File: config.mk
export PLATFORM = sky130hd
export DESIGN_NAME = rch_hub_config
export DESIGN_NICKNAME = d
export VERILOG_FILES = /design/src/rtl/rch_hub_config.v
export VERILOG_INCLUDE_DIRS = /design/src /design/src/rtl
export SDC_FILE = /design/constraint.sdc
export NUM_CORES = 1
export LEC_CHECK = 0
export BUFFER_PORTS_ARGS = -buffer_cell sky130_fd_sc_hd__buf_4
export CAP_MARGIN = 20
export CORE_MARGIN = 8
export CORE_UTILIZATION = 55
export CTS_BUF_LIST = sky130_fd_sc_hd__clkbuf_16
export DETAILED_ROUTE_END_ITERATION = 12
export PLACE_DENSITY = 0.8
export SLEW_MARGIN = 5
export SYNTH_ARGS = -nofsm -noshare
export SYNTH_HDL_FRONTEND = slang
export SYNTH_SLANG_ARGS = --single-unit
File: constraint.sdc
create_clock -name clk_i -period 5.1 [get_ports clk_i]
set_clock_uncertainty 0.05 [all_clocks]
set_input_delay 0.255 -clock clk_i [delete_from_list [all_inputs] [get_ports clk_i]]
set_output_delay 0.255 -clock clk_i [all_outputs]
set_load 0.005 [all_outputs]
File: src/rtl/rch_defines.vh
// register map, field positions and timing constants for the camera hub config block
`ifndef RCH_DEFINES_VH
`define RCH_DEFINES_VH

`define RCH_ADDR_W        8
`define RCH_REG_PORT_CFG  8'h6d
`define RCH_REG_PORT_SEL  8'h60
`define RCH_REG_VC_DT     8'h61
`define RCH_REG_FWD       8'h62
`define RCH_REG_LANE      8'h63
`define RCH_REG_STATUS    8'h64

`define RCH_CFG_CABLE_BIT 2
`define RCH_MODE_RSVD     2'h0
`define RCH_MODE_12LF     2'h1
`define RCH_MODE_12HF     2'h2
`define RCH_MODE_10       2'h3

`define RCH_FWD_DUP_BIT   4
`define RCH_LANE_ULPS_BIT 0
`define RCH_LANE_NUM_LSB  4
`define RCH_LANE_DEFAULT  4'h4
`define RCH_SYNC_FULL     2'h3
`define RCH_HF_LAST       2'h2

`define RCH_VC_LSB        6
`define RCH_DT_RAW10      6'h2b
`define RCH_DT_RAW12      6'h2c

`define RCH_CLK_MHZ       10
`define RCH_LPX_NS        50
`define RCH_WAKEUP_MS     1

`endif

File: src/rtl/rch_hub_config.v
// per-port raw mode, stream tagging and forwarding for the four-input camera hub
//
// Strobed register access was chosen for this implementation.
`timescale 1ns/1ns
`include "rch_defines.vh"
module rch_hub_config #(
  parameter NPORT      = 4,
  parameter WAKEUP_CYC = (`RCH_WAKEUP_MS * 1000000 * `RCH_CLK_MHZ + 999) / 1000
) (
  // clock and reset
  input  wire                   clk_i,
  input  wire                   rstn_i,
  // mode strap
  input  wire [2:0]             strap_mode_i,
  // register port
  input  wire [`RCH_ADDR_W-1:0] addr_i,
  input  wire [7:0]             wdata_i,
  input  wire                   wr_i,
  input  wire                   rd_i,
  output reg  [7:0]             rdata_o,
  // pixel stream in, one word per port
  input  wire [NPORT-1:0]       px_valid_i,
  input  wire [NPORT*12-1:0]    px_data_i,
  input  wire [NPORT-1:0]       px_short_i,
  // packet word to the two transmitters
  output reg  [1:0]             tx_valid_o,
  output reg  [1:0]             tx_short_o,
  output reg  [1:0]             tx_vc0_o,
  output reg  [1:0]             tx_vc1_o,
  output reg  [5:0]             tx_dt0_o,
  output reg  [5:0]             tx_dt1_o,
  output reg  [11:0]            tx_data0_o,
  output reg  [11:0]            tx_data1_o,
  // lane state and word clock enable
  output reg  [1:0]             lane_lp_o,
  output reg  [1:0]             lane_ready_o,
  output reg  [NPORT-1:0]       word_en_o,
  output reg  [NPORT-1:0]       rx_en_o
);

  localparam LPX_CYC = (`RCH_LPX_NS * `RCH_CLK_MHZ + 999) / 1000;
  localparam [31:0] LPX_N = (LPX_CYC < 1) ? 1 : LPX_CYC;
  localparam [31:0] WAK_N = WAKEUP_CYC;

  localparam ST_LP   = 3'b001;
  localparam ST_HS   = 3'b010;
  localparam ST_ULPS = 3'b100;

  // strap passes three flops; the value is taken once, when the chain is full and the last two agree
  reg  [2:0]         strap_s1;
  reg  [2:0]         strap_s2;
  reg  [2:0]         strap_s3;
  reg  [1:0]         strap_fill;
  reg                strap_done;
  wire               strap_take;

  // register write decode
  wire               wr_sel;
  wire               wr_cfg;
  wire               wr_vcdt;
  wire               wr_fwd;
  wire               wr_lane;

  // settings shared by all ports
  reg  [1:0]         port_sel;
  reg                dup_en;
  reg  [3:0]         lane_cfg;
  reg                ulps_req;
  reg  [1:0]         wcnt;
  reg                wtog;

  // per-port settings, flattened so one reader can index them
  wire [3*NPORT-1:0] cfg_all;
  wire [8*NPORT-1:0] vcdt_all;
  wire [NPORT-1:0]   fwd_all;
  wire [NPORT-1:0]   port_ok;
  wire [NPORT-1:0]   next_word_en;
  wire [2:0]         sel_cfg;
  wire [7:0]         sel_vcdt;
  reg  [7:0]         next_rdata;

  // round-robin merge and lane timing
  reg  [1:0]         rr;
  wire [1:0]         pick;
  wire               pick_ok;
  wire               pick_fwd;
  wire [7:0]         pick_vcdt;
  wire [11:0]        pick_data;
  wire [1:0]         next_lane_lp;
  wire [1:0]         next_lane_ready;

  assign strap_take = !strap_done && (strap_fill == `RCH_SYNC_FULL) && (strap_s2 == strap_s3);

  always @(posedge clk_i or negedge rstn_i) begin
    if (!rstn_i) begin
      strap_s1   <= 3'h0;
      strap_s2   <= 3'h0;
      strap_s3   <= 3'h0;
      strap_fill <= 2'h0;
      strap_done <= 1'b0;
    end else begin
      strap_s1 <= strap_mode_i;
      strap_s2 <= strap_s1;
      strap_s3 <= strap_s2;
      // reset zeros in the chain would otherwise latch a reserved mode
      if (strap_fill != `RCH_SYNC_FULL)
        strap_fill <= strap_fill + 2'h1;
      if (strap_take)
        strap_done <= 1'b1;
    end
  end

  assign wr_sel  = wr_i && (addr_i == `RCH_REG_PORT_SEL);
  assign wr_cfg  = wr_i && (addr_i == `RCH_REG_PORT_CFG);
  assign wr_vcdt = wr_i && (addr_i == `RCH_REG_VC_DT);
  assign wr_fwd  = wr_i && (addr_i == `RCH_REG_FWD);
  assign wr_lane = wr_i && (addr_i == `RCH_REG_LANE);

  // 12HF keeps two slots of three, 10-bit one of two
  always @(posedge clk_i or negedge rstn_i) begin
    if (!rstn_i) begin
      wcnt <= 2'h0;
      wtog <= 1'b0;
    end else begin
      wcnt <= (wcnt == `RCH_HF_LAST) ? 2'h0 : wcnt + 2'h1;
      wtog <= !wtog;
    end
  end

  genvar g;
  generate
    for (g = 0; g < NPORT; g = g + 1) begin : g_port
      localparam [1:0] VC_DEF = g;
      reg  [2:0] cfg;
      reg  [7:0] vcdt;
      reg        fwd;
      reg        en_c;
      wire       sel_me;
      wire [5:0] dt_def;

      assign sel_me = (port_sel == g);
      assign dt_def = (strap_s3[1:0] == `RCH_MODE_10) ? `RCH_DT_RAW10 : `RCH_DT_RAW12;

      // strap is taken once after release; software owns the fields after that
      always @(posedge clk_i or negedge rstn_i) begin
        if (!rstn_i) begin
          cfg  <= 3'h0;
          vcdt <= 8'h00;
          fwd  <= 1'b0;
        end else begin
          if (strap_take)
            cfg <= strap_s3;
          else if (wr_cfg && sel_me)
            cfg <= wdata_i[2:0];
          if (strap_take)
            vcdt <= {VC_DEF, dt_def};
          else if (wr_vcdt && sel_me)
            vcdt <= wdata_i;
          if (wr_fwd)
            fwd <= wdata_i[g];
        end
      end

      always @* begin
        case (cfg[1:0])
          `RCH_MODE_12LF: en_c = 1'b1;
          `RCH_MODE_12HF: en_c = (wcnt != `RCH_HF_LAST);
          `RCH_MODE_10:   en_c = wtog;
          default:        en_c = 1'b0;
        endcase
      end

      assign next_word_en[g]    = en_c;
      assign port_ok[g]         = (cfg[1:0] != `RCH_MODE_RSVD);
      assign cfg_all[3*g +: 3]  = cfg;
      assign vcdt_all[8*g +: 8] = vcdt;
      assign fwd_all[g]         = fwd;
    end
  endgenerate

  always @(posedge clk_i or negedge rstn_i) begin
    if (!rstn_i) begin
      word_en_o <= {NPORT{1'b0}};
      rx_en_o   <= {NPORT{1'b0}};
    end else begin
      word_en_o <= next_word_en;
      rx_en_o   <= port_ok;
    end
  end

  // register block: 0x6D and 0x61 act on the port picked by the select register
  assign sel_cfg  = cfg_all[3*port_sel +: 3];
  assign sel_vcdt = vcdt_all[8*port_sel +: 8];

  always @(posedge clk_i or negedge rstn_i) begin
    if (!rstn_i) begin
      port_sel <= 2'h0;
      dup_en   <= 1'b0;
      lane_cfg <= `RCH_LANE_DEFAULT;
      ulps_req <= 1'b0;
    end else begin
      if (wr_sel)
        port_sel <= wdata_i[1:0];
      if (wr_fwd)
        dup_en <= wdata_i[`RCH_FWD_DUP_BIT];
      if (wr_lane) begin
        ulps_req <= wdata_i[`RCH_LANE_ULPS_BIT];
        lane_cfg <= wdata_i[7:`RCH_LANE_NUM_LSB];
      end
    end
  end

  // read data stands for one cycle only, zero otherwise
  always @* begin
    next_rdata = 8'h00;
    if (rd_i) begin
      case (addr_i)
        `RCH_REG_PORT_CFG: next_rdata = {5'h00, sel_cfg};
        `RCH_REG_PORT_SEL: next_rdata = {6'h00, port_sel};
        `RCH_REG_VC_DT:    next_rdata = sel_vcdt;
        `RCH_REG_FWD:      next_rdata = {3'h0, dup_en, fwd_all[3:0]};
        `RCH_REG_LANE:     next_rdata = {lane_cfg, 3'h0, ulps_req};
        `RCH_REG_STATUS:   next_rdata = {2'h0, lane_ready_o, port_ok[3:0]};
        default:           next_rdata = 8'h00;
      endcase
    end
  end

  always @(posedge clk_i or negedge rstn_i) begin
    if (!rstn_i)
      rdata_o <= 8'h00;
    else
      rdata_o <= next_rdata;
  end

  // round-robin merge: each receive port gets one slot in four
  assign pick      = rr;
  assign pick_ok   = px_valid_i[pick] && port_ok[pick] && word_en_o[pick];
  assign pick_fwd  = fwd_all[pick];
  assign pick_vcdt = vcdt_all[8*pick +: 8];
  assign pick_data = px_data_i[12*pick +: 12];

  always @(posedge clk_i or negedge rstn_i) begin
    if (!rstn_i) begin
      rr         <= 2'h0;
      tx_valid_o <= 2'h0;
      tx_short_o <= 2'h0;
      tx_vc0_o   <= 2'h0;
      tx_vc1_o   <= 2'h0;
      tx_dt0_o   <= 6'h00;
      tx_dt1_o   <= 6'h00;
      tx_data0_o <= 12'h000;
      tx_data1_o <= 12'h000;
    end else begin
      rr <= rr + 2'h1;
      // port 1 takes ports routed to it and, with duplication on, every word port 0 takes as well
      tx_valid_o[0] <= pick_ok && !pick_fwd && lane_ready_o[0];
      tx_valid_o[1] <= pick_ok && (dup_en || pick_fwd) && lane_ready_o[1];
      tx_short_o    <= {2{px_short_i[pick]}};
      tx_vc0_o      <= pick_vcdt[7:`RCH_VC_LSB];
      tx_vc1_o      <= pick_vcdt[7:`RCH_VC_LSB];
      tx_dt0_o      <= pick_vcdt[5:0];
      tx_dt1_o      <= pick_vcdt[5:0];
      tx_data0_o    <= pick_data;
      tx_data1_o    <= pick_data;
    end
  end

  // lane low-power timing, counted in reference clock cycles
  generate
    for (g = 0; g < 2; g = g + 1) begin : g_lane
      reg  [2:0]  st;
      reg  [2:0]  next_st;
      reg  [31:0] cnt;
      reg  [31:0] next_cnt;
      reg         lp_c;
      reg         ready_c;

      always @* begin
        next_st  = st;
        next_cnt = cnt;
        lp_c     = lane_lp_o[g];
        ready_c  = lane_ready_o[g];
        case (st)
          ST_LP: begin
            lp_c     = 1'b1;
            next_cnt = cnt + 32'h0000_0001;
            if (ulps_req) begin
              next_st  = ST_ULPS;
              next_cnt = 32'h0000_0000;
              ready_c  = 1'b0;
            end else if (cnt + 32'h0000_0001 >= LPX_N) begin
              // low-power state has lasted its minimum time
              next_st = ST_HS;
              ready_c = 1'b1;
            end
          end
          ST_HS: begin
            lp_c     = 1'b0;
            next_cnt = 32'h0000_0000;
            if (ulps_req) begin
              next_st = ST_ULPS;
              ready_c = 1'b0;
            end
          end
          ST_ULPS: begin
            // stays out of high speed until the wake-up time has run out
            lp_c = 1'b1;
            if (ulps_req)
              next_cnt = 32'h0000_0000;
            else if (cnt + 32'h0000_0001 >= WAK_N) begin
              next_st  = ST_LP;
              next_cnt = 32'h0000_0000;
            end else
              next_cnt = cnt + 32'h0000_0001;
          end
          default: next_st = ST_LP;
        endcase
      end

      always @(posedge clk_i or negedge rstn_i) begin
        if (!rstn_i) begin
          st  <= ST_LP;
          cnt <= 32'h0000_0000;
        end else begin
          st  <= next_st;
          cnt <= next_cnt;
        end
      end

      assign next_lane_lp[g]    = lp_c;
      assign next_lane_ready[g] = ready_c;
    end
  endgenerate

  always @(posedge clk_i or negedge rstn_i) begin
    if (!rstn_i) begin
      lane_lp_o    <= 2'h3;
      lane_ready_o <= 2'h0;
    end else begin
      lane_lp_o    <= next_lane_lp;
      lane_ready_o <= next_lane_ready;
    end
  end

endmodule // rch_hub_config

[Yosys cells after proc, flatten, opt, wreduce, memory -nomap -nowiden]
Index checks and enable logic that the tools add are counted.
Cells by class
  shift operators: 4
  $mul: 2
  reduce and logical (&&, ||, !) cells: 50
  equality and inequality tests: 41
  order comparisons: 5
  multiplexer cells: 62
  $add $sub $neg: 5
Operators with widths (count)
  2-to-1 mux 32 bit: 6
  one-hot mux 32 bit (3 select lines): 2
  2-to-1 mux 8 bit: 9
  adder 32 x 1 -> 32 bit (second input constant): 2
  >= comparator 32 x 1 -> 1 bit (second input constant): 2
  >= comparator 32 x 14 -> 1 bit (second input constant): 2
  indexed part select 32 x 6 -> 8 bit: 2
  2-to-1 mux 3 bit: 18
  == test 8 x 7 -> 1 bit (second input constant): 6
  one-hot mux 8 bit (6 select lines): 1
  indexed part select 48 x 7 -> 12 bit: 1
  nonzero test 2 bit: 16
  == test 2 bit (second input constant): 13
  logical AND 1 bit: 21
  one-hot mux 3 bit (3 select lines): 2
  != test 2 bit (second input constant): 8
  one-hot mux 1 bit (3 select lines): 4
  indexed part select 12 x 5 -> 3 bit: 1
  binary-select mux 1 bit (select 2 bit): 5
  == test 2 x 1 -> 1 bit (second input constant): 5
  2-to-1 mux 1 bit: 10
  multiplier 2 x 2 -> 4 bit (first input constant): 2
  one-hot mux 1 bit (2 select lines): 4
  AND reduction 4 bit: 2
  other kinds (14): 25
Storage, ports and cells
  output and inout port bits: 64
  register bits after elaboration: 186
  logic and storage cells: 209
  bits of input ports: 79

[Longest topological paths before layout]
Gate-level depths: netlist of run 1.
  word-level depth: 7
  gate-level depth with buffers: 12
  mapped depth without buffers: 9

[Worst setup path before layout of run 1]
No wires, ideal clock.
  kind: reg2reg
  start point: register g_lane[1].cnt[1]
  end point: register g_lane[1].cnt[19]
  clock period less this slack: 3.414 ns
  setup slack: 1.686 ns
  path buffers: 3
  cell stages (with the launch flop): 13
  data arrival time: 3.297 ns
  cells stage by stage: dfrtp_1 -> ha_1 -> and4_1 -> buf_4 -> nand2_2 -> buf_6 -> or4_1 -> xnor2_1 -> or4_4 -> or4_4 -> buf_6 -> a2111oi_2 -> a221o_1
On the way
  longest elaborated chain between the ends: 5
  elaborated cells between the ends (all ways): 6
  those cells by class: add/sub (1); order compare (1); mux (4)
RTL lines
  start: declaration: RTL line rch_hub_config.v:274  | reg [31:0] cnt;
  start signal: assignment: RTL line rch_hub_config.v:327  | cnt <= next_cnt;
  adder 32 x 1 -> 32 bit *: RTL line rch_hub_config.v:287, rch_hub_config.v:311, rch_hub_config.v:315
  >= comparator 32 x 14 -> 1 bit: RTL line rch_hub_config.v:311  | else if (cnt + 32'h0000_0001 >= WAK_N) begin
  2-to-1 mux 32 bit: RTL line rch_hub_config.v:311
  2-to-1 mux 32 bit: RTL line rch_hub_config.v:309  | if (ulps_req)
  one-hot mux 32 bit (3 select lines) *: RTL line rch_hub_config.v:284  | case (st)
Every way passes the cells marked *; elsewhere a longest branch is shown, timed or not.
A chain may end at the register's enable or synchronous reset.

[Worst setup path in the final report of run 1]
  start point: register g_lane[1].cnt[1]
  end point: register g_lane[1].cnt[6]
The elaborated chain is that of the path after synthesis.

==> run summary, run 1 <==
• RSZ-0062 raised after global routing: no
• synthesis-to-finish area growth: 14.3%
• total number of vias: 9679
• CTS H-tree lvls: 4
• total die area: 24800 sq um
• most frequently used cell type in the post-synthesis netlist: sky130_fd_sc_hd__dfrtp_1
• grt ovf: 0
• Hold Buf Count CTS: 4
• maximum root-to-sink buffer count: 2
• clock slew seen by the registers of the worst setup and hold paths: 80 ps
• period utilisation layout: 82.4%
• data arrival at the endpoint of the critical path: 4520 ps
• Req. time, crit path: 5420 ps
• total CTS buffers: 17
• largest driver fanout on the critical path: 21
• syn_nets: 1250
• worst path buffer plus inverter count: 0
• result of the run: finished clean
• part of the Yosys area used for sequential elements: 42.4%
• num rows: 51
• fraction of final layout cells sized beyond drive strength 1: 21.7%
• most used cell, CP: sky130_fd_sc_hd__or4_4
• slew at the pin closest to its max-slew limit: 1220 ps
• min cycle time layout: 4200 ps
• largest net degree at the start of global routing: 74
• share of the core filled with cells: 64.4%
• path class of the lowest-slack min-delay path: primary input to register
• initial antenna violation count: 0
• Setup Viol. Count Final: 0
• CP Launch Type: register
• number of I/O port buffers: 142
• effective utilization at floorplan: 56.3%
• routed vias/inst: 6.39
• # IOs: 143
• critical path capture point type: register
• cell area after synthesis: 11000 sq um
• router iterations before antenna repair: 5
• clock tree from TritonCTS: yes
• vias in the first global route: 9315
• total clock sinks: 186
• count of final hold-check violations: 0
• synthesized instance count: 1164
• number of pins with negative max-slew slack in the final report: 0
• weighted congestion reported at the end of routability-driven placement: 0.905
• GRT Overall Usage: 23.6%
• Setup Total Neg Slack: 0 ps
• Main synth FF type: sky130_fd_sc_hd__dfrtp_1
• fraction of synthesis flops using an asynchronous set or reset pin: 100%
• FILL cells: 1592
• worst-skew pair later-pin latency: 440 ps
• max incr delay on CP: 600 ps
• Mean Syn Cell Area: 9.45 sq um
• leakage power of the design: 0.00531 uW
• top cell types by occurrence after synthesis: sky130_fd_sc_hd__dfrtp_1 (181), sky130_fd_sc_hd__nand2_1 (163), sky130_fd_sc_hd__nor2_1 (63), sky130_fd_sc_hd__nand3_1 (61), sky130_fd_sc_hd__clkbuf_1 (48)
• initial drt markers: 925
• fraction of synthesized cell area taken by the top area cell type: 41.2%
• maxcap violations: 0
• number of flip-flops and latches in the synthesized netlist: 186
• number of warnings issued by yosys: 0
• die width: 157 microns
• post-route worst hold slack: 30.8 ps
• detailed placement HPWL: 20100 microns
• ANT nets after route: 0
• category of the most critical setup path: register to register
• placeable core region: 19500 sq um
• total area of sequential cells: 4660 sq um
• multi-input gate area in the final layout: 5720 sq um
• wire length per cell: 19.2 microns
• Crit path max-delay family: simple AND/OR/NAND/NOR gates
• quantity of gates resized following cts: 0
• count of cell types in the netlist: 78
• EDFF count, synth: 0
• most area-consuming cells after synthesis: sky130_fd_sc_hd__dfrtp_1 (41%), sky130_fd_sc_hd__mux4_2 (6.8%), sky130_fd_sc_hd__nand2_1 (5.6%), sky130_fd_sc_hd__nand3_1 (2.8%), sky130_fd_sc_hd__nor2_1 (2.2%)
• power density relative to cell area: 346 nW/um^2
• cell taking the most area after synthesis: sky130_fd_sc_hd__dfrtp_1
• ant diodes: 0
• Clock Root Buffer: sky130_fd_sc_hd__clkbuf_16
• Max rail drop VDD: 288 uV
• Achievable Freq: 238 MHz
• first-pass GRT wire length: 46900 microns
• total length of routed wires: 29100 microns
• post-CTS repair timing setup buffer count: 0
• cell chain of the critical path: ha_1 > and4_1 > nand2_2 > or4_1 > xnor2_1 > or4_4 > or4_4 > o21ai_1 > a221o_1
• net count reported at finish: 1323
• die boundary height: 157 microns
• remaining max-slew budget at the tightest pin: 17.9%
• Slowest cell on crit path: sky130_fd_sc_hd__or4_4
• post-route DRC violation count: 0
[cell type report]
class	instances	share of cell area, %
clock buffers	17	3.39
clock inverters	15	1.08
inverters	27	0.806
multi-input cells	849	45.5
flip-flops and latches	186	37.1
well taps	265	2.64
repair buffers	156	9.45
[power by group]
| group | leakage (uW) | internal (uW) | switching [uW] |
|---|---|---|---|
| sequential | 0.00229 | 1690 | 226 |
| clock | 0.000286 | 647 | 640 |
| combinational | 0.00273 | 472 | 673 |
[per-layer routing]
layer,GRT usage [%],vias up,share of wire (%)
li1,-,4446,-
met1,30.0,4709,41
met2,39.7,469,49
met3,4.80,55,8.1
met4,7.89,0,1.9
met5,0,-,0
[worst reg2reg max path: stages, from the launching register on]
cell and delay (ps):
sky130_fd_sc_hd__dfrtp_1 470, sky130_fd_sc_hd__ha_1 330, sky130_fd_sc_hd__and4_1 450, sky130_fd_sc_hd__nand2_2 250, sky130_fd_sc_hd__or4_1 590, sky130_fd_sc_hd__xnor2_1 150
sky130_fd_sc_hd__or4_4 430, sky130_fd_sc_hd__or4_4 600, sky130_fd_sc_hd__o21ai_1 580, sky130_fd_sc_hd__a221o_1 260
[path summary, 6_finish.rpt]
| path | start | endpoint | slack [ps] | depth (start not counted) |
|---|---|---|---|---|
| max in group asynchronous | rstn_i | g_lane[1].st[2] | 3420 | 3 |
| worst min-delay path | wdata_i[7] | g_port[3].vcdt[7] | 30 | 3 |
| worst min register to register | strap_s1[1] | strap_s2[1] | 300 | 0 |
| min in group asynchronous | rstn_i | g_lane[0].cnt[17] | 330 | 2 |
| worst max register to register | g_lane[1].cnt[1] | g_lane[1].cnt[6] | 900 | 9 |
| worst max-delay path | g_lane[1].cnt[1] | g_lane[1].cnt[6] | 900 | 9 |
[metrics by stage]
step	power (uW)	instance area, sq um	std cells	setup slack (ps)
3_3_place_gp	3030	12000	1479	1130
3_5_place_dp	3070	12000	1479	1010
5_1_grt	4560	12600	1515	758
2_1_floorplan	2640	11000	1164	1690
4_1_cts	4360	12600	1515	975
6_report	4350	12600	1515	899
[cell families (layout without fill, tap and decap cells)]
logic type	after synthesis	after routing	synth area share, %
flops	186	186	42.4
mux	64	64	9.75
buf+inv	129	215	5.65
fa+ha+maj	7	7	0.796
simple gates	487	487	22.7
compound gates	263	263	16.5
xor+xnor	28	28	2.23
[sequential cells by signal, summed over array words and instances, names as in the netlist, 3 cells and up]
name         cells
tx_data1_o      12
g_port.vcdt     32
g_port.cfg      12
strap_s1         3
g_lane.cnt      64
tx_dt1_o         6
g_port.fwd       4
lane_cfg         4
rdata_o          8
word_en_o        4
strap_s2         3
strap_s3         3
g_lane.st        6
rx_en_o          4
[cells in the final DEF (no fill, tap or decap), types with 6 or more instances in the layout]
cell | synthesis | final
sky130_fd_sc_hd__nand4_1 | 29 | 29
sky130_fd_sc_hd__mux4_2 | 33 | 33
sky130_fd_sc_hd__nand2_1 | 163 | 163
sky130_fd_sc_hd__and4_1 | 11 | 11
sky130_fd_sc_hd__nor3b_1 | 6 | 6
sky130_fd_sc_hd__a21boi_0 | 14 | 14
sky130_fd_sc_hd__or3_1 | 16 | 16
sky130_fd_sc_hd__nand2b_1 | 15 | 15
sky130_fd_sc_hd__nor2b_1 | 6 | 6
sky130_fd_sc_hd__o31ai_1 | 11 | 11
sky130_fd_sc_hd__nor3_1 | 30 | 29
sky130_fd_sc_hd__and2_1 | 14 | 14
sky130_fd_sc_hd__inv_1 | 27 | 29
sky130_fd_sc_hd__buf_4 | 24 | 151
sky130_fd_sc_hd__a21o_1 | 16 | 16
sky130_fd_sc_hd__nor2_1 | 63 | 63
sky130_fd_sc_hd__o211ai_1 | 6 | 6
sky130_fd_sc_hd__clkbuf_16 | 0 | 17
sky130_fd_sc_hd__a31oi_1 | 29 | 29
sky130_fd_sc_hd__a211oi_1 | 9 | 9
sky130_fd_sc_hd__mux2i_1 | 16 | 16
sky130_fd_sc_hd__o21ai_0 | 43 | 43
sky130_fd_sc_hd__xor2_1 | 8 | 8
sky130_fd_sc_hd__ha_1 | 7 | 7
sky130_fd_sc_hd__o22ai_1 | 22 | 22
sky130_fd_sc_hd__or4_1 | 9 | 9
sky130_fd_sc_hd__dfrtp_1 | 181 | 180
sky130_fd_sc_hd__xnor2_1 | 20 | 20
sky130_fd_sc_hd__a221oi_1 | 18 | 18
sky130_fd_sc_hd__a21oi_1 | 40 | 40
sky130_fd_sc_hd__and3_1 | 17 | 17
sky130_fd_sc_hd__nor4_1 | 13 | 13
sky130_fd_sc_hd__mux2_2 | 15 | 15
sky130_fd_sc_hd__o21ai_1 | 7 | 6
sky130_fd_sc_hd__nand3_1 | 61 | 61
sky130_fd_sc_hd__or2_2 | 11 | 11
Note: power is estimated with default switching activity, not from simulation.
==> run 2, diff against run 1 <==
Settings changed: CORE_UTILIZATION 55 to 53, PLACE_DENSITY 0.8 to 0.81.
Clock period 5.1 ns to 3.75 ns, I/O delays scaled along.
==> run 2 against run 1 <==
Against the previous run: final cell count grew 2.0%; clock power grew 44%; total power rose by 40%; count of clock-buffer cells in the layout unchanged; global-route usage down 0.37 points; sequential power up 36%; maximum frequency is 22% higher; cell area rose by 2.2%; hold slack lost 22 ps; core utilization down 1.1 points; die area rose by 3.4%; critical endpoint is now g_lane[1].cnt[19]; largest cell class unchanged; largest power group unchanged; highest routed layer unchanged.
==> run summary, run 2 (synthesis gave the netlist of run 1 again) <==
• Req. time, crit path: 4080 ps
• Place WS: 332 ps
• ANT nets after route: 0
• count of final hold-check violations: 0
• total length of routed wires: 30300 microns
• worst-skew pair later-pin latency: 440 ps
• # IOs: 143
• ant diodes: 0
• registers with the highest flip-flop counts: g_lane.cnt: 64 flops, g_port.vcdt: 32 flops
• die width: 160 microns
• fin worst setup slack: 311 ps
• die boundary height: 160 microns
• initial antenna violation count: 0
• cell count after placement: 1504
• Int Power: 3940 uW
• vias in the first global route: 9569
• first-pass GRT wire length: 49200 microns
• NetSw: 2170 uW
• critical path capture point type: register
• post-route DRC violation count: 0
• net count reported at finish: 1348
• largest driver fanout on the critical path: 16
• total number of vias: 9822
• non-filler instance count after layout: 1545
• RSZ-0062 raised after global routing: no
• total CTS buffers: 17
• slew at the pin closest to its max-slew limit: 1010 ps
• weighted congestion reported at the end of routability-driven placement: 0.917
• Max rail drop VDD: 454 uV
• remaining max-slew budget at the tightest pin: 32.5%
• leakage power of the design: 0.00545 uW
• routed vias/inst: 6.36
• Clock Root Buffer: sky130_fd_sc_hd__clkbuf_16
• initial drt markers: 1026
• number of I/O port buffers: 142
• clock tree from TritonCTS: yes
• top library cells by usage in the layout, fill and taps aside: sky130_fd_sc_hd__dfrtp_1 (180), sky130_fd_sc_hd__buf_4 (170), sky130_fd_sc_hd__nand2_1 (163)
• Logic pwr share: 27.0%
• power density relative to cell area: 476 nW/um^2
• fraction of power spent switching nets: 35.5%
• synthesis-to-finish area growth: 16.7%
• placeable core region: 20300 sq um
• total clock sinks: 186
• router iterations before antenna repair: 6
• number of pins with negative max-slew slack in the final report: 0
• largest net degree at the start of global routing: 101
• share of the core filled with cells: 63.2%
• final total power: 6110 uW
• CP Launch Type: register
• total die area: 25600 sq um
• portion of total power attributed to the clock network: 30.4%
• clock slew seen by the registers of the worst setup and hold paths: 80 ps
• path class of the lowest-slack min-delay path: primary input to register
• wire length per cell: 19.6 microns
• data arrival at the endpoint of the critical path: 3770 ps
• period utilisation layout: 91.7%
• grt ovf: 0
• FILL cells: 1644
• fraction of power consumed by sequential logic: 42.7%
• effective utilization at floorplan: 54.2%
• Setup Total Neg Slack: 0 ps
• Achievable Freq: 291 MHz
• maxcap violations: 0
• detailed placement HPWL: 21300 microns
• result of the run: finished clean
• flip-flop count of the largest register after layout: 64
• GRT Overall Usage: 23.3%
• maximum root-to-sink buffer count: 2
• CTS H-tree lvls: 4
• num rows: 52
• leading cell type in the layout, fill and taps excluded: sky130_fd_sc_hd__dfrtp_1
• category of the most critical setup path: register to register
• Most flops, register: g_lane.cnt
• fraction of final layout cells sized beyond drive strength 1: 23.0%
• min cycle time layout: 3440 ps
• Setup Viol. Count Final: 0
run 2: timing repair:
action / in CTS / in global routing
setup buffers: 0 / 0
hold buffers: 9 / 0
setup endpoints to repair: 0 / 14
hold endpoints to repair: 119 / 0
resized for setup: 0 / 2
run 2: power groups by stage:
stage	combinational (uW)	clock, uW	sequential (uW)
after floorplan	1070	0	2520
after global placement	1560	0	2620
after detailed placement	1610	0	2630
after CTS	1630	1870	2600
after global routing	1790	1950	2660
final	1650	1860	2610
run 2: metal layers:
| metal | up-vias | share of wire (%) | routed length [microns] | track usage (%) |
|---|---|---|---|---|
| met5 | - | 0 | 0 | 0 |
| met4 | 0 | 1.6 | 493 | 7.39 |
| met3 | 57 | 7.2 | 2180 | 4.94 |
| met2 | 436 | 51 | 15500 | 39.3 |
| met1 | 4842 | 40 | 12200 | 29.4 |
| li1 | 4487 | - | - | - |
run 2: cell type report:
type,count,area (sq um),share of cell area (%)
multi-input cells,849,5730,44.6
clock inverters,15,180,1.40
flip-flops and latches,186,4660,36.3
clock buffers,17,425,3.31
well taps,270,338,2.63
repair buffers,181,1400,10.9
inverters,27,101,0.789
run 2: through the flow:
| step | hold slack [ps] | instance area [sq um] |
|---|---|---|
| after floorplan | -158 | 11000 |
| after global placement | 247 | 12100 |
| after detailed placement | 248 | 12100 |
| after CTS | 3.01 | 12800 |
| after global routing | 4.85 | 12800 |
| final | 9.14 | 12800 |
run 2: worst max-delay path, cell delays in order (launching register included):
cell and delay, ps:
sky130_fd_sc_hd__dfrtp_1 460, sky130_fd_sc_hd__ha_1 210, sky130_fd_sc_hd__and4_1 270, sky130_fd_sc_hd__nand2_2 80, sky130_fd_sc_hd__or4_1 550, sky130_fd_sc_hd__xnor2_1 150
sky130_fd_sc_hd__or4_4 430, sky130_fd_sc_hd__or4_4 480, sky130_fd_sc_hd__buf_4 230, sky130_fd_sc_hd__a2111oi_2 310, sky130_fd_sc_hd__a221o_1 150
run 2: worst paths after layout:
| check | from | end | slack (ps) | cells after the start |
|---|---|---|---|---|
| max | g_lane[1].cnt[1] | g_lane[1].cnt[19] | 310 | 10 |
| min | px_data_i[0] | tx_data1_o[0] | 9 | 2 |
| max in group asynchronous | rstn_i | g_lane[1].st[0] | 2400 | 3 |
| min in group asynchronous | rstn_i | g_lane[0].cnt[29] | 360 | 2 |
| max reg2reg | g_lane[1].cnt[1] | g_lane[1].cnt[19] | 310 | 10 |
| min reg2reg | strap_s1[1] | strap_s2[1] | 300 | 0 |
==> run 3, diff against run 2 <==
Settings changed: CORE_ASPECT_RATIO set to 0.7.
==> run 3 against run 2 <==
Against the previous run: cell area up 0.22%; sequential cell count unchanged; maximum frequency down 1.9%; first-iteration DRC count up 5.8%; core utilization down 0.58 points; sequential share of layout area down 0.081 points; critical path depth unchanged; clock power about the same; largest cell class unchanged.
==> run summary, run 3 (synthesis gave the netlist of run 1 again) <==
• wire length per cell: 20.4 microns
• Place WS: 271 ps
• CP Launch Type: register
• registers with the highest flip-flop counts: g_lane.cnt: 64 flops, g_port.vcdt: 32 flops
• data arrival at the endpoint of the critical path: 3830 ps
• placement-stage cell area: 12100 sq um
• fin worst setup slack: 243 ps
• # IOs: 143
• net count reported at finish: 1349
• critical path capture point type: register
• FILL cells: 1659
• final total power: 6130 uW
• area of all placed cells without fillers: 12900 sq um
• fraction of final layout cells sized beyond drive strength 1: 22.7%
• num rows: 44
• Setup Total Neg Slack: 0 ps
• GRT Overall Usage: 24.7%
• Most flops, register: g_lane.cnt
• grt ovf: 0
• initial drt markers: 1086
• ANT nets after route: 0
• total length of routed wires: 31600 microns
• die width: 188 microns
• slew at the pin closest to its max-slew limit: 1030 ps
• Max rail drop VDD: 369 uV
• number of pins with negative max-slew slack in the final report: 0
• RSZ-0062 raised after global routing: no
• post-route DRC violation count: 0
• maxcap violations: 0
• first-pass GRT wire length: 51200 microns
• maximum root-to-sink buffer count: 2
• ant diodes: 0
• cell count after placement: 1507
• total clock sinks: 186
• leading cell type in the layout, fill and taps excluded: sky130_fd_sc_hd__dfrtp_1
• Req. time, crit path: 4070 ps
• placeable core region: 20500 sq um
• path class of the lowest-slack min-delay path: primary input to register
• total CTS buffers: 17
• category of the most critical setup path: register to register
• Clock Root Buffer: sky130_fd_sc_hd__clkbuf_16
• largest driver fanout on the critical path: 21
• remaining max-slew budget at the tightest pin: 31.3%
• flip-flop count of the largest register after layout: 64
• detailed placement HPWL: 22400 microns
• Setup Viol. Count Final: 0
• largest net degree at the start of global routing: 110
• initial antenna violation count: 0
• Achievable Freq: 285 MHz
• number of I/O port buffers: 142
• router iterations before antenna repair: 5
• effective utilization at floorplan: 53.6%
• non-filler instance count after layout: 1552
• routed vias/inst: 6.43
• clock slew seen by the registers of the worst setup and hold paths: 80 ps
• period utilisation layout: 93.5%
• clock tree from TritonCTS: yes
• total die area: 25700 sq um
• synthesis-to-finish area growth: 17.0%
• result of the run: finished clean
• weighted congestion reported at the end of routability-driven placement: 0.924
• worst-skew pair later-pin latency: 440 ps
• vias in the first global route: 9467
• die boundary height: 137 microns
• count of final hold-check violations: 0
• CTS H-tree lvls: 4
• power density relative to cell area: 477 nW/um^2
• min cycle time layout: 3510 ps
• total number of vias: 9977
• top library cells by usage in the layout, fill and taps aside: sky130_fd_sc_hd__dfrtp_1 (180), sky130_fd_sc_hd__buf_4 (167), sky130_fd_sc_hd__nand2_1 (163)
• leakage power of the design: 0.00545 uW
-- run 3: changes by cell type in the layout (fill, tap and decap cells not counted) --
cell,previous run,this run
sky130_fd_sc_hd__clkinv_4,0,1
sky130_fd_sc_hd__buf_4,170,167
sky130_fd_sc_hd__clkinvlp_4,2,1
sky130_fd_sc_hd__inv_6,3,4
sky130_fd_sc_hd__nor2_2,0,1
sky130_fd_sc_hd__inv_8,5,2
sky130_fd_sc_hd__dlygate4sd3_1,9,13
sky130_fd_sc_hd__clkinv_8,3,5
sky130_fd_sc_hd__nor2_4,1,0
-- run 3: per-stage QoR --
step,utilization [%],hold slack (ps)
6_report,62.7,14.3
3_5_place_dp,59.0,248
2_1_floorplan,-,-158
5_1_grt,62.7,7.93
3_3_place_gp,59.0,247
4_1_cts,62.6,0.463
-- run 3: final cells by class --
class,count,area (sq um),share of cell area (%)
sequential,186,4660,36.2
clock buffer,17,425,3.31
inverter,27,101,0.788
timing repair buffer,182,1420,11.0
multi-input combinational,849,5730,44.5
clock inverter,15,189,1.47
tap,276,345,2.68
-- run 3: what timing repair did --
item                                   in CTS  in global routing
hold buffers                               11                  2
endpoints found under the hold margin     137                  1
setup endpoints to repair                   0                  9
setup buffers                               0                  0
gates resized for setup                     0                  1
-- run 3: power by group --
group	internal, uW	switching [uW]
Clock	960	900
Combinational	688	958
Sequential	2300	321
-- run 3: final timing paths --
check / start / to / slack (ps) / depth (start not counted)
max: g_lane[1].cnt[1] / g_lane[1].cnt[6] / 240 / 10
min reg2reg: strap_s1[2] / strap_s2[2] / 310 / 0
max reg2reg: g_lane[1].cnt[1] / g_lane[1].cnt[6] / 240 / 10
min in group asynchronous: rstn_i / g_lane[0].cnt[6] / 380 / 2
min: px_data_i[31] / tx_data1_o[7] / 10 / 2
max in group asynchronous: rstn_i / g_lane[0].st[0] / 2390 / 3
-- run 3: worst max-delay path: stages, from the launching register on --
cell                      delay, ps
sky130_fd_sc_hd__dfrtp_1        470
sky130_fd_sc_hd__ha_1           320
sky130_fd_sc_hd__and4_1         260
sky130_fd_sc_hd__nand2_2         60
sky130_fd_sc_hd__or4_1          530
sky130_fd_sc_hd__xnor2_1        150
sky130_fd_sc_hd__or4_4          440
sky130_fd_sc_hd__or4_4          600
sky130_fd_sc_hd__o21ai_1        220
sky130_fd_sc_hd__buf_4          180
sky130_fd_sc_hd__a221o_1        150
-- run 3: per-layer routing --
layer	up-vias	share of wire [%]	track usage [%]
li1	4500	-	-
met1	4857	43	34.1
met2	563	45	38.1
met3	57	10	6.70
met4	0	1.6	6.20
met5	-	0	0
